### config.mk
export PLATFORM = sky130hd
export DESIGN_NAME = srcr_regs
export DESIGN_NICKNAME = d
export VERILOG_FILES = /design/src/hdl/srcr_pkg.sv /design/src/hdl/srcr_regs.sv
export SDC_FILE = /design/constraint.sdc
export NUM_CORES = 1
export LEC_CHECK = 0
export BUFFER_PORTS_ARGS = -buffer_cell sky130_fd_sc_hd__buf_2
export CAP_MARGIN = 20
export CORE_ASPECT_RATIO = 1.4
export CORE_UTILIZATION = 55
export DETAILED_ROUTE_END_ITERATION = 12
export PLACE_DENSITY_LB_ADDON = 0.12
export SLEW_MARGIN = 40
export SYNTH_ARGS = -nofsm -noshare
export SYNTH_HDL_FRONTEND = slang
export SYNTH_SLANG_ARGS = --single-unit
### constraint.sdc
create_clock -name MCLK -period 3 [get_ports MCLK]
set_input_delay 0 -clock MCLK [delete_from_list [all_inputs] [get_ports MCLK]]
set_output_delay 0 -clock MCLK [all_outputs]
set_load 0.01 [all_outputs]
### src/hdl/srcr_pkg.sv
// package of offsets, fields and reset values for the readback/crc slice
package srcr_pkg;
  // ****************************************
  // register offsets
  // ****************************************
  localparam logic [7:0] OFS_INPUT_SELECT = 8'h15;
  localparam logic [7:0] OFS_BAT_HIGH     = 8'h16;
  localparam logic [7:0] OFS_BAT_LOW      = 8'h17;
  localparam logic [7:0] OFS_BST_HIGH     = 8'h18;
  localparam logic [7:0] OFS_BST_LOW      = 8'h19;
  localparam logic [7:0] OFS_TMP1_HIGH    = 8'h1A;
  localparam logic [7:0] OFS_TMP1_LOW     = 8'h1B;
  localparam logic [7:0] OFS_TMP2_HIGH    = 8'h1C;
  localparam logic [7:0] OFS_TMP2_LOW     = 8'h1D;
  localparam logic [7:0] OFS_CRC_VALUE    = 8'h20;
  localparam logic [7:0] OFS_CRC_CLEAR    = 8'h21;
  localparam logic [7:0] OFS_DSP_BOOT     = 8'h22;
  // ****************************************
  // fields and reset values
  // ****************************************
  localparam int         BIT_BAT_EN       = 2;
  localparam int         BIT_BST_EN       = 1;
  localparam int         BIT_TMP_EN       = 0;
  localparam int         BIT_CRC_CLEAR    = 0;
  localparam logic [7:0] RST_INPUT_SELECT = 8'h04;
  localparam logic [7:0] RST_DSP_BOOT     = 8'h01;
  localparam logic [7:0] CRC_POLY         = 8'h07;
  localparam logic [7:0] CRC_INIT         = 8'h00;
  localparam logic [7:0] RD_UNMAPPED      = 8'h00;

  typedef enum logic [3:0] {
    BOOT_RESERVED  = 4'h0,
    BOOT_PCM_ONLY  = 4'h1,
    BOOT_PCM_SENSE = 4'h2,
    BOOT_PROTECT   = 4'h3,
    BOOT_PROT_VOICE= 4'h4
  } srcr_boot_t;

  typedef struct packed {
    logic [9:0] battery_result;
    logic [9:0] boost_result;
    logic [9:0] temp_one_result;
    logic [9:0] temp_two_result;
  } srcr_results_t;

  typedef struct packed {
    logic [7:0]    input_select;
    logic [7:0]    dsp_boot;
    logic [7:0]    crc_reserved;
    logic [7:0]    checksum_value;
    srcr_results_t results;
    logic [7:0]    rdata;
  } srcr_state_t;
endpackage

### src/hdl/srcr_regs.sv
// register slice: converter input select, result readback, crc, dsp boot
`timescale 1ns/1ps
module srcr_regs (
  input  wire logic                   MCLK,           // 50 MHz clock
  input  wire logic                   RESETN,         // async reset, low
  input  wire logic                   CLK_EN,         // freezes state when low
  input  wire logic                   REG_WR,         // write strobe
  input  wire logic                   REG_RD,         // read strobe
  input  wire logic [7:0]             REG_ADDR,       // register address
  input  wire logic [7:0]             REG_WDATA,      // write data
  output logic      [7:0]             REG_RDATA,      // read data
  input  wire logic                   BUS_BYTE_VALID, // bus data byte seen
  input  wire logic [7:0]             BUS_BYTE,       // bus data byte
  input  wire logic                   READBACK_FREEZE,// halt result updates
  input  wire logic                   CONV_DONE,      // conversion finished
  input  wire srcr_pkg::srcr_results_t CONV_RESULTS,  // new results
  output logic                        BATTERY_SAMPLE_ENABLE,     // to adc
  output logic                        BOOST_SAMPLE_ENABLE,       // to adc
  output logic                        TEMPERATURE_SAMPLE_ENABLE, // to adc
  output logic      [3:0]             DSP_BOOT_MODE,  // boot selector
  output logic                        DSP_BOOT_VALID  // boot code within 1 to 4
);
  srcr_pkg::srcr_state_t st_reg;
  srcr_pkg::srcr_state_t st_next;

  // ****************************************
  // crc step over one byte
  // ****************************************
  function automatic logic [7:0] crc_step(input logic [7:0] c,
                                          input logic [7:0] d);
    logic [7:0] r;
    r = c ^ d;
    for (int i = 0; i < 8; i++) begin
      r = r[7] ? ((r << 1) ^ srcr_pkg::CRC_POLY) : (r << 1);
    end
    return r;
  endfunction

  // ****************************************
  // next state
  // ****************************************
  always_comb begin
    st_next = st_reg;
    if (REG_WR && REG_ADDR == srcr_pkg::OFS_INPUT_SELECT) begin
      st_next.input_select = REG_WDATA;
    end
    if (REG_WR && REG_ADDR == srcr_pkg::OFS_DSP_BOOT) begin
      st_next.dsp_boot = REG_WDATA;
    end
    if (REG_WR && REG_ADDR == srcr_pkg::OFS_CRC_CLEAR) begin
      st_next.crc_reserved = {REG_WDATA[7:1], 1'b0};
    end
    // clear wins over byte in same cycle: cleared state is what sw asked
    if (REG_WR && REG_ADDR == srcr_pkg::OFS_CRC_CLEAR
        && REG_WDATA[srcr_pkg::BIT_CRC_CLEAR]) begin
      st_next.checksum_value = srcr_pkg::CRC_INIT;
    end else if (BUS_BYTE_VALID) begin
      st_next.checksum_value =
        crc_step(st_reg.checksum_value, BUS_BYTE);
    end
    if (CONV_DONE && !READBACK_FREEZE) begin
      st_next.results = CONV_RESULTS;
    end
    if (REG_RD) begin
      case (REG_ADDR)
        srcr_pkg::OFS_INPUT_SELECT: st_next.rdata = st_reg.input_select;
        srcr_pkg::OFS_BAT_HIGH:
          st_next.rdata = st_reg.results.battery_result[9:2];
        srcr_pkg::OFS_BAT_LOW:
          st_next.rdata = {st_reg.results.battery_result[1:0],
                           6'h00};
        srcr_pkg::OFS_BST_HIGH:
          st_next.rdata = st_reg.results.boost_result[9:2];
        srcr_pkg::OFS_BST_LOW:
          st_next.rdata = {st_reg.results.boost_result[1:0],
                           6'h00};
        srcr_pkg::OFS_TMP1_HIGH:
          st_next.rdata = st_reg.results.temp_one_result[9:2];
        srcr_pkg::OFS_TMP1_LOW:
          st_next.rdata = {st_reg.results.temp_one_result[1:0],
                           6'h00};
        srcr_pkg::OFS_TMP2_HIGH:
          st_next.rdata = st_reg.results.temp_two_result[9:2];
        srcr_pkg::OFS_TMP2_LOW:
          st_next.rdata = {st_reg.results.temp_two_result[1:0],
                           6'h00};
        srcr_pkg::OFS_CRC_VALUE:
          st_next.rdata = st_reg.checksum_value;
        srcr_pkg::OFS_CRC_CLEAR:  st_next.rdata = st_reg.crc_reserved;
        srcr_pkg::OFS_DSP_BOOT:   st_next.rdata = st_reg.dsp_boot;
        default:                  st_next.rdata = srcr_pkg::RD_UNMAPPED;
      endcase
    end
  end

  // ****************************************
  // state register
  // ****************************************
  always_ff @(posedge MCLK or negedge RESETN) begin
    if (!RESETN) begin
      st_reg              <= '0;
      st_reg.input_select <= srcr_pkg::RST_INPUT_SELECT;
      st_reg.dsp_boot     <= srcr_pkg::RST_DSP_BOOT;
    end else if (CLK_EN) begin
      st_reg <= st_next;
    end
  end

  // ****************************************
  // outputs
  // ****************************************
  assign REG_RDATA                 = st_reg.rdata;
  assign BATTERY_SAMPLE_ENABLE     =
    st_reg.input_select[srcr_pkg::BIT_BAT_EN];
  assign BOOST_SAMPLE_ENABLE       =
    st_reg.input_select[srcr_pkg::BIT_BST_EN];
  assign TEMPERATURE_SAMPLE_ENABLE =
    st_reg.input_select[srcr_pkg::BIT_TMP_EN];
  assign DSP_BOOT_MODE             = st_reg.dsp_boot[3:0];
  assign DSP_BOOT_VALID            =
    (st_reg.dsp_boot[3:0] >= 4'(srcr_pkg::BOOT_PCM_ONLY)) &&
    (st_reg.dsp_boot[3:0] <= 4'(srcr_pkg::BOOT_PROT_VOICE));

  // ****************************************
  // assertions
  // ****************************************
  a_freeze_holds: assert property (
    @(posedge MCLK) disable iff (!RESETN)
    CLK_EN && READBACK_FREEZE |=> $stable(st_reg.results))
    else $error("results changed while frozen");

  a_idle_results: assert property (
    @(posedge MCLK) disable iff (!RESETN)
    CLK_EN && !CONV_DONE |=> $stable(st_reg.results))
    else $error("results changed without a conversion");

  a_conv_loads: assert property (
    @(posedge MCLK) disable iff (!RESETN)
    CLK_EN && CONV_DONE && !READBACK_FREEZE
    |=> st_reg.results == $past(CONV_RESULTS))
    else $error("conversion not captured whole");

  a_ro_ignore: assert property (
    @(posedge MCLK) disable iff (!RESETN)
    CLK_EN && REG_WR && REG_ADDR == srcr_pkg::OFS_BAT_HIGH && !CONV_DONE
    |=> $stable(st_reg.results))
    else $error("write to a result register took effect");

  a_crc_clear: assert property (
    @(posedge MCLK) disable iff (!RESETN)
    CLK_EN && REG_WR && REG_ADDR == srcr_pkg::OFS_CRC_CLEAR
    && REG_WDATA[srcr_pkg::BIT_CRC_CLEAR]
    |=> st_reg.checksum_value == 8'h00 && !st_reg.crc_reserved[0])
    else $error("checksum not cleared");

  a_clear_read: assert property (
    @(posedge MCLK) disable iff (!RESETN)
    CLK_EN && REG_RD && REG_ADDR == srcr_pkg::OFS_CRC_CLEAR
    |=> !REG_RDATA[0])
    else $error("checksum clear bit did not clear itself");

  a_crc_absorb: assert property (
    @(posedge MCLK) disable iff (!RESETN)
    CLK_EN && BUS_BYTE_VALID
    && !(REG_WR && REG_ADDR == srcr_pkg::OFS_CRC_CLEAR)
    |=> st_reg.checksum_value
        == crc_step($past(st_reg.checksum_value), $past(BUS_BYTE)))
    else $error("checksum step wrong");

  a_crc_hold: assert property (
    @(posedge MCLK) disable iff (!RESETN)
    CLK_EN && !BUS_BYTE_VALID
    && !(REG_WR && REG_ADDR == srcr_pkg::OFS_CRC_CLEAR)
    |=> $stable(st_reg.checksum_value))
    else $error("checksum moved without a bus byte");

  a_crc_read: assert property (
    @(posedge MCLK) disable iff (!RESETN)
    CLK_EN && REG_RD && REG_ADDR == srcr_pkg::OFS_CRC_VALUE
    |=> REG_RDATA == $past(st_reg.checksum_value))
    else $error("checksum readback wrong");

  a_bat_high: assert property (
    @(posedge MCLK) disable iff (!RESETN)
    CLK_EN && REG_RD && REG_ADDR == srcr_pkg::OFS_BAT_HIGH
    |=> REG_RDATA == $past(st_reg.results.battery_result[9:2]))
    else $error("battery high byte wrong");

  a_bat_low: assert property (
    @(posedge MCLK) disable iff (!RESETN)
    CLK_EN && REG_RD && REG_ADDR == srcr_pkg::OFS_BAT_LOW
    |=> REG_RDATA == {$past(st_reg.results.battery_result[1:0]), 6'h00})
    else $error("battery low byte wrong");

  a_bst_high: assert property (
    @(posedge MCLK) disable iff (!RESETN)
    CLK_EN && REG_RD && REG_ADDR == srcr_pkg::OFS_BST_HIGH
    |=> REG_RDATA == $past(st_reg.results.boost_result[9:2]))
    else $error("boost high byte wrong");

  a_bst_low: assert property (
    @(posedge MCLK) disable iff (!RESETN)
    CLK_EN && REG_RD && REG_ADDR == srcr_pkg::OFS_BST_LOW
    |=> REG_RDATA == {$past(st_reg.results.boost_result[1:0]), 6'h00})
    else $error("boost low byte wrong");

  a_tmp1_high: assert property (
    @(posedge MCLK) disable iff (!RESETN)
    CLK_EN && REG_RD && REG_ADDR == srcr_pkg::OFS_TMP1_HIGH
    |=> REG_RDATA == $past(st_reg.results.temp_one_result[9:2]))
    else $error("first temperature high byte wrong");

  a_tmp1_low: assert property (
    @(posedge MCLK) disable iff (!RESETN)
    CLK_EN && REG_RD && REG_ADDR == srcr_pkg::OFS_TMP1_LOW
    |=> REG_RDATA == {$past(st_reg.results.temp_one_result[1:0]), 6'h00})
    else $error("first temperature low byte wrong");

  a_tmp2_high: assert property (
    @(posedge MCLK) disable iff (!RESETN)
    CLK_EN && REG_RD && REG_ADDR == srcr_pkg::OFS_TMP2_HIGH
    |=> REG_RDATA == $past(st_reg.results.temp_two_result[9:2]))
    else $error("second temperature high byte wrong");

  a_tmp2_low: assert property (
    @(posedge MCLK) disable iff (!RESETN)
    CLK_EN && REG_RD && REG_ADDR == srcr_pkg::OFS_TMP2_LOW
    |=> REG_RDATA == {$past(st_reg.results.temp_two_result[1:0]), 6'h00})
    else $error("second temperature low byte wrong");

  a_bat_enable: assert property (
    @(posedge MCLK) disable iff (!RESETN)
    CLK_EN && REG_WR && REG_ADDR == srcr_pkg::OFS_INPUT_SELECT
    |=> BATTERY_SAMPLE_ENABLE == $past(REG_WDATA[srcr_pkg::BIT_BAT_EN]))
    else $error("battery enable not written");

  a_bst_enable: assert property (
    @(posedge MCLK) disable iff (!RESETN)
    CLK_EN && REG_WR && REG_ADDR == srcr_pkg::OFS_INPUT_SELECT
    |=> BOOST_SAMPLE_ENABLE == $past(REG_WDATA[srcr_pkg::BIT_BST_EN]))
    else $error("boost enable not written");

  a_tmp_enable: assert property (
    @(posedge MCLK) disable iff (!RESETN)
    CLK_EN && REG_WR && REG_ADDR == srcr_pkg::OFS_INPUT_SELECT
    |=> TEMPERATURE_SAMPLE_ENABLE == $past(REG_WDATA[srcr_pkg::BIT_TMP_EN]))
    else $error("temperature enable not written");

  a_sel_read: assert property (
    @(posedge MCLK) disable iff (!RESETN)
    CLK_EN && REG_RD && REG_ADDR == srcr_pkg::OFS_INPUT_SELECT
    |=> REG_RDATA == $past(st_reg.input_select))
    else $error("input select readback wrong");

  a_boot_write: assert property (
    @(posedge MCLK) disable iff (!RESETN)
    CLK_EN && REG_WR && REG_ADDR == srcr_pkg::OFS_DSP_BOOT
    |=> DSP_BOOT_MODE == $past(REG_WDATA[3:0]))
    else $error("boot mode not written");

  a_boot_read: assert property (
    @(posedge MCLK) disable iff (!RESETN)
    CLK_EN && REG_RD && REG_ADDR == srcr_pkg::OFS_DSP_BOOT
    |=> REG_RDATA == $past(st_reg.dsp_boot))
    else $error("boot control readback wrong");

  a_boot_valid: assert property (
    @(posedge MCLK) disable iff (!RESETN)
    DSP_BOOT_VALID == (DSP_BOOT_MODE inside {4'h1, 4'h2, 4'h3, 4'h4}))
    else $error("boot code validity wrong");

  // ****************************************
  // covers
  // ****************************************
  c_freeze_read: cover property (
    @(posedge MCLK) disable iff (!RESETN)
    READBACK_FREEZE && CONV_DONE ##1 REG_RD);

  c_crc_clear: cover property (
    @(posedge MCLK) disable iff (!RESETN)
    BUS_BYTE_VALID ##1 REG_WR && REG_ADDR == srcr_pkg::OFS_CRC_CLEAR);

  c_conv_load: cover property (
    @(posedge MCLK) disable iff (!RESETN)
    CONV_DONE && !READBACK_FREEZE);

  c_clear_on_byte: cover property (
    @(posedge MCLK) disable iff (!RESETN)
    BUS_BYTE_VALID && REG_WR && REG_ADDR == srcr_pkg::OFS_CRC_CLEAR);

  c_boot_reserved: cover property (
    @(posedge MCLK) disable iff (!RESETN)
    !DSP_BOOT_VALID);
endmodule

After elaboration in Yosys (flattened, before gate mapping)
Index checks and enable logic that the tools add are counted.
- $add $sub $neg: 0
- multiply operators: 0
- divide/modulo/power cells: 0
- $lt $le $gt $ge: 2
- equality and inequality tests: 12
- shift operators: 0
- multiplexer cells: 11
- bitwise logic cells: 9
- reductions and logical operators: 14
- operators by type and width (kind ; count):
    8-bit one-hot mux with 12 select lines ; 1
    8-bit by 5-bit equality test with 1-bit output, second input constant ; 9
    8-bit by 6-bit equality test with 1-bit output, second input constant ; 3
    3-bit 2-to-1 mux ; 8
    3-bit NOT ; 8
    8-bit 2-to-1 mux ; 2
    2-bit AND reduction ; 6
    8-bit XOR ; 1
    1-bit logical AND ; 6
    4-bit by 1-bit >= comparator with 1-bit output, second input constant ; 1
    4-bit by 3-bit less-or-equal comparator with 1-bit output, second input constant ; 1
    2-bit nonzero test ; 1
    1-bit zero test ; 1
- flip-flop bits (word level): 79
- latch bits: 0
- RAM bits: 0
- ROM bits: 0
- bits of input ports: 72
- output and inout bits: 16
- memories kept: 0

Depth between registers and ports, before layout
- depth after elaboration: 19
- gate-level depth with buffers: 7

Worst setup path before layout
OpenSTA, ideal clock, no wires.
- kind: register to register
- start: register st_reg[54] in the netlist's numbering
- end: register st_reg[50] in the netlist's numbering
- arrival time: 1.609 ns
- setup slack: 1.273 ns
- stages on the path, launching flop included: 6
- cell sequence: dfrtp_1 -> xnor2_1 -> xnor3_1 -> xnor2_1 -> a21o_1 -> a21o_1
- longest elaborated chain between the ends: 5
- ends and longest elaborated chain (element ; line ; RTL):
    from (decl) ; srcr_regs.sv:23 ; srcr_pkg::srcr_state_t st_reg;
    from (signal assigned) ; srcr_regs.sv:105 ; st_reg <= st_next;
    8-bit XOR ; srcr_regs.sv:32 ; r = c ^ d;
    3-bit 2-to-1 mux (2 in a row) ; srcr_regs.sv:34 ; r = r[7] ? ((r << 1) ^ srcr_pkg::CRC_POLY) : (r << 1);
    8-bit 2-to-1 mux ; srcr_regs.sv:57 ; end else if (BUS_BYTE_VALID) begin
    8-bit 2-to-1 mux ; srcr_regs.sv:54 ; if (REG_WR && REG_ADDR == srcr_pkg::OFS_CRC_CLEAR
Every way passes these cells. The select of a mux whose other input is x is not followed.
A chain may end at the register's enable or synchronous reset.

Worst setup path after layout
Ends and elaborated chain as after synthesis.

==> reports/qor.yml <==
run_status:
  status: "finished clean"
timing:
  worst_slew_pin_slew_ns: 0.696
  fmax_mhz: 526
  finalCritPeriodShare: 0.634
  timing.hold.ws_ns: 0.0952
  fin_worst_skew_ns: 0.00974
  slew_headroom: 0.536
  rsz0062_at_grt: "false"
  setup_slack_ns: 1.10
  fin_tns_setup_ns: 0
  drv_slew: 0
  fin_crit_ns: 1.90
  hold_violations: 0
  setup_viol: 0
drt:
  routed-via-count: 3232
  drc: 0
  drt-total-wl_mm: 10.3
  wl_per_cell_um: 17.9
  via_per_inst: 5.59
  first_iter_violations: 188
  dr.pass1.iters: 4
  drt.antenna.violating_nets: 0
global_route:
  grtUsageTotal: 0.286
  grt_max_degree: 80
  antenna_found_initial: 0
  grt_pass1_wl_mm: 16.4
  gr-total-overflow: 0
  grt_pass1_vias: 3255
cells_and_area:
  largest_reg_flops: 64
  seqCellArea_um2: 1980
  multi_input_area_um2: 1990
  fillCellCount: 527
  antennaDiodeCount: 0
  nets: 550
  drive_gt1_frac: 0.380
  area_growth_pct: 27.2
synth:
  synthFlopType: "dfrtp_1"
  synth.largest_area_cell: "dfrtp_1"
  synth-seq-area-share: 0.475
  synth.top_cell.area_share: 0.462
  synth_edf_count: 0
  syn-cell-area_um2: 4170
  ys_types: 58
  syn-num-nets: 424
  ys_warn_count: 0
  synth-seq-cells: 79
  synth.area.top_cells: "dfrtp_1 46%, mux2_2 14%, mux2_4 5.4%, xnor2_1 3.6%, buf_4 2.5%"
  synth_area_per_cell_um2: 11.8
  synthArstFlopShare: 1.00
  synthCells: 352
worst_setup_path:
  critPathTopFamily: "XOR/XNOR gates"
  crit_path_start_kind: "flip-flop"
  path_cells: "xnor2_1, xnor3_1, xnor2_1, a21o_1, a21o_1"
  r2r_start: "st_reg[54]"
  slowest_stage: "xnor3_1"
  rrSetupSlack_ns: 1.10
  critPathMaxFanout: 3
  reg2regPathDepth: 5
  crit_type: "flip-flop to flip-flop"
  critPathBufInv: 0
  arrival_ns: 2.16
  crit_cells: 5
  startpoint: "st_reg[54]"
  critPathRequiredTime_ns: 3.25
  cpPeakStageDelay_ns: 0.46
  end_kind: "flip-flop"
cts:
  clockRootBuffer: "clkbuf_8"
  clkTransAtPathRegs_ns: 0.07
  cts.path.max_buffers: 2
  cts_sinks: 79
  htree_levels: 3
  cts_made_buffers: 9
  clk_latency_ns: 0.36
  cts_tree: "built"
floorplanning:
  die_h_um: 105
  core_area_um2: 7360
  start_util: 0.566
  rows: 37
  die_w_um: 75.6
  ios: 88
  die-area_um2: 7930
pwr:
  p_per_area_nw_per_um2: 543
  leakagePower_nw: 2.48
  power.total_mw: 2.88
  ir_drop_uv: 429
placed_design:
  dp_slack_ns: 1.08
  hpwlAfterDp_mm: 7.35
  gp_congestion: 0.952
  io_buffers: 87
job:
  cap_viol_max_count: 0
min_path:
  hold_start: "BUS_BYTE_VALID"
  hold_path_class: "input pin to flip-flop"
  hold_depth: 4
==> final timing paths <==
kind	to
min reg2reg	REG_RDATA[5]
max	st_reg[50]
max reg2reg	st_reg[50]
min	st_reg[54]
max in group asynchronous	st_reg[51]
min in group asynchronous	DSP_BOOT_MODE[3]
==> worst min-delay path, stage by stage <==
cell and delay (ns):
buf_2 0.11, nand2_1 0.07, or2_2 0.14, o21ai_0 0.09
==> power by group <==
part	total (mW)	switching [mW]	internal (mW)	leakage (nW)
clock	0.765	0.366	0.400	0.0896
sequential	1.36	0.134	1.23	0.997
combinational	0.751	0.340	0.411	1.39
total	2.88	0.840	2.04	2.48
==> logic make-up (layout without fill, tap and decap cells) <==
logic type	after synthesis	after routing	synth area share
DFF	79	79	0.475
and+or+nand+nor	79	79	0.115
muxes	72	72	0.207
AOI/OAI and AO/OA	63	63	0.104
buffers and inverters	36	165	0.0477
xor gates and xnor gates	23	23	0.0516
==> metrics by stage <==
stage | area, um^2 | utilization | cells
6_report | 5300 | 0.720 | 578
3_3_place_gp | 4590 | 0.623 | 511
4_1_cts | 5300 | 0.720 | 578
3_5_place_dp | 4610 | 0.626 | 513
5_1_grt | 5300 | 0.720 | 578
2_1_floorplan | 4170 | - | 352
==> Yosys cell counts, drive strengths merged (4+ instances only) <==
cell type and instances:
nor2 7, buf 23, a31oi 4, mux2 68
dfrtp 77, inv 6, nand3 15, a22o 4
nand2 24, nor2b 4, o22ai 7, xnor2 17
a21oi 8, a22oi 6, mux2i 4, xor2 5
clkbuf 7, o21ai 12
==> metal layers <==
layer | track usage | vias to the layer above | wire, um | part of all wire
li1 | - | 1523 | - | -
met3 | 0.0501 | 20 | 474 | 0.046
met4 | 0.128 | 0 | 281 | 0.027
met1 | 0.371 | 1571 | 4370 | 0.42
met5 | 0 | - | 0 | 0
met2 | 0.457 | 118 | 5220 | 0.50
==> layout by cell type, fill, tap and decap left out, drive strengths merged, types with 6 or more instances in the layout <==
cell / synthesis / layout
buf: 23 / 94
dfrtp: 77 / 77
mux2: 68 / 68
dlygate4sd3: 0 / 51
nand2: 24 / 24
xnor2: 17 / 17
nand3: 15 / 15
clkbuf: 7 / 13
o21ai: 12 / 12
a21oi: 8 / 8
o22ai: 7 / 7
nor2: 7 / 7
inv: 6 / 6
a22oi: 6 / 6
==> layout make-up <==
type | count | share of cell area
inverters | 6 | 0.00425
clock buffers | 13 | 0.0281
clock inverters | 1 | 0.00567
flip-flops and latches | 79 | 0.373
repair buffers | 145 | 0.190
well taps | 97 | 0.0229
multi-input cells | 237 | 0.375
==> what timing repair did <==
| item | CTS | global route |
|---|---|---|
| setup buffers | 0 | 0 |
| endpoints found under the hold margin | 142 | 0 |
| resized for setup | 0 | 0 |
| hold buffers | 51 | 0 |
No activity file was read; power rests on OpenSTA's default activity.
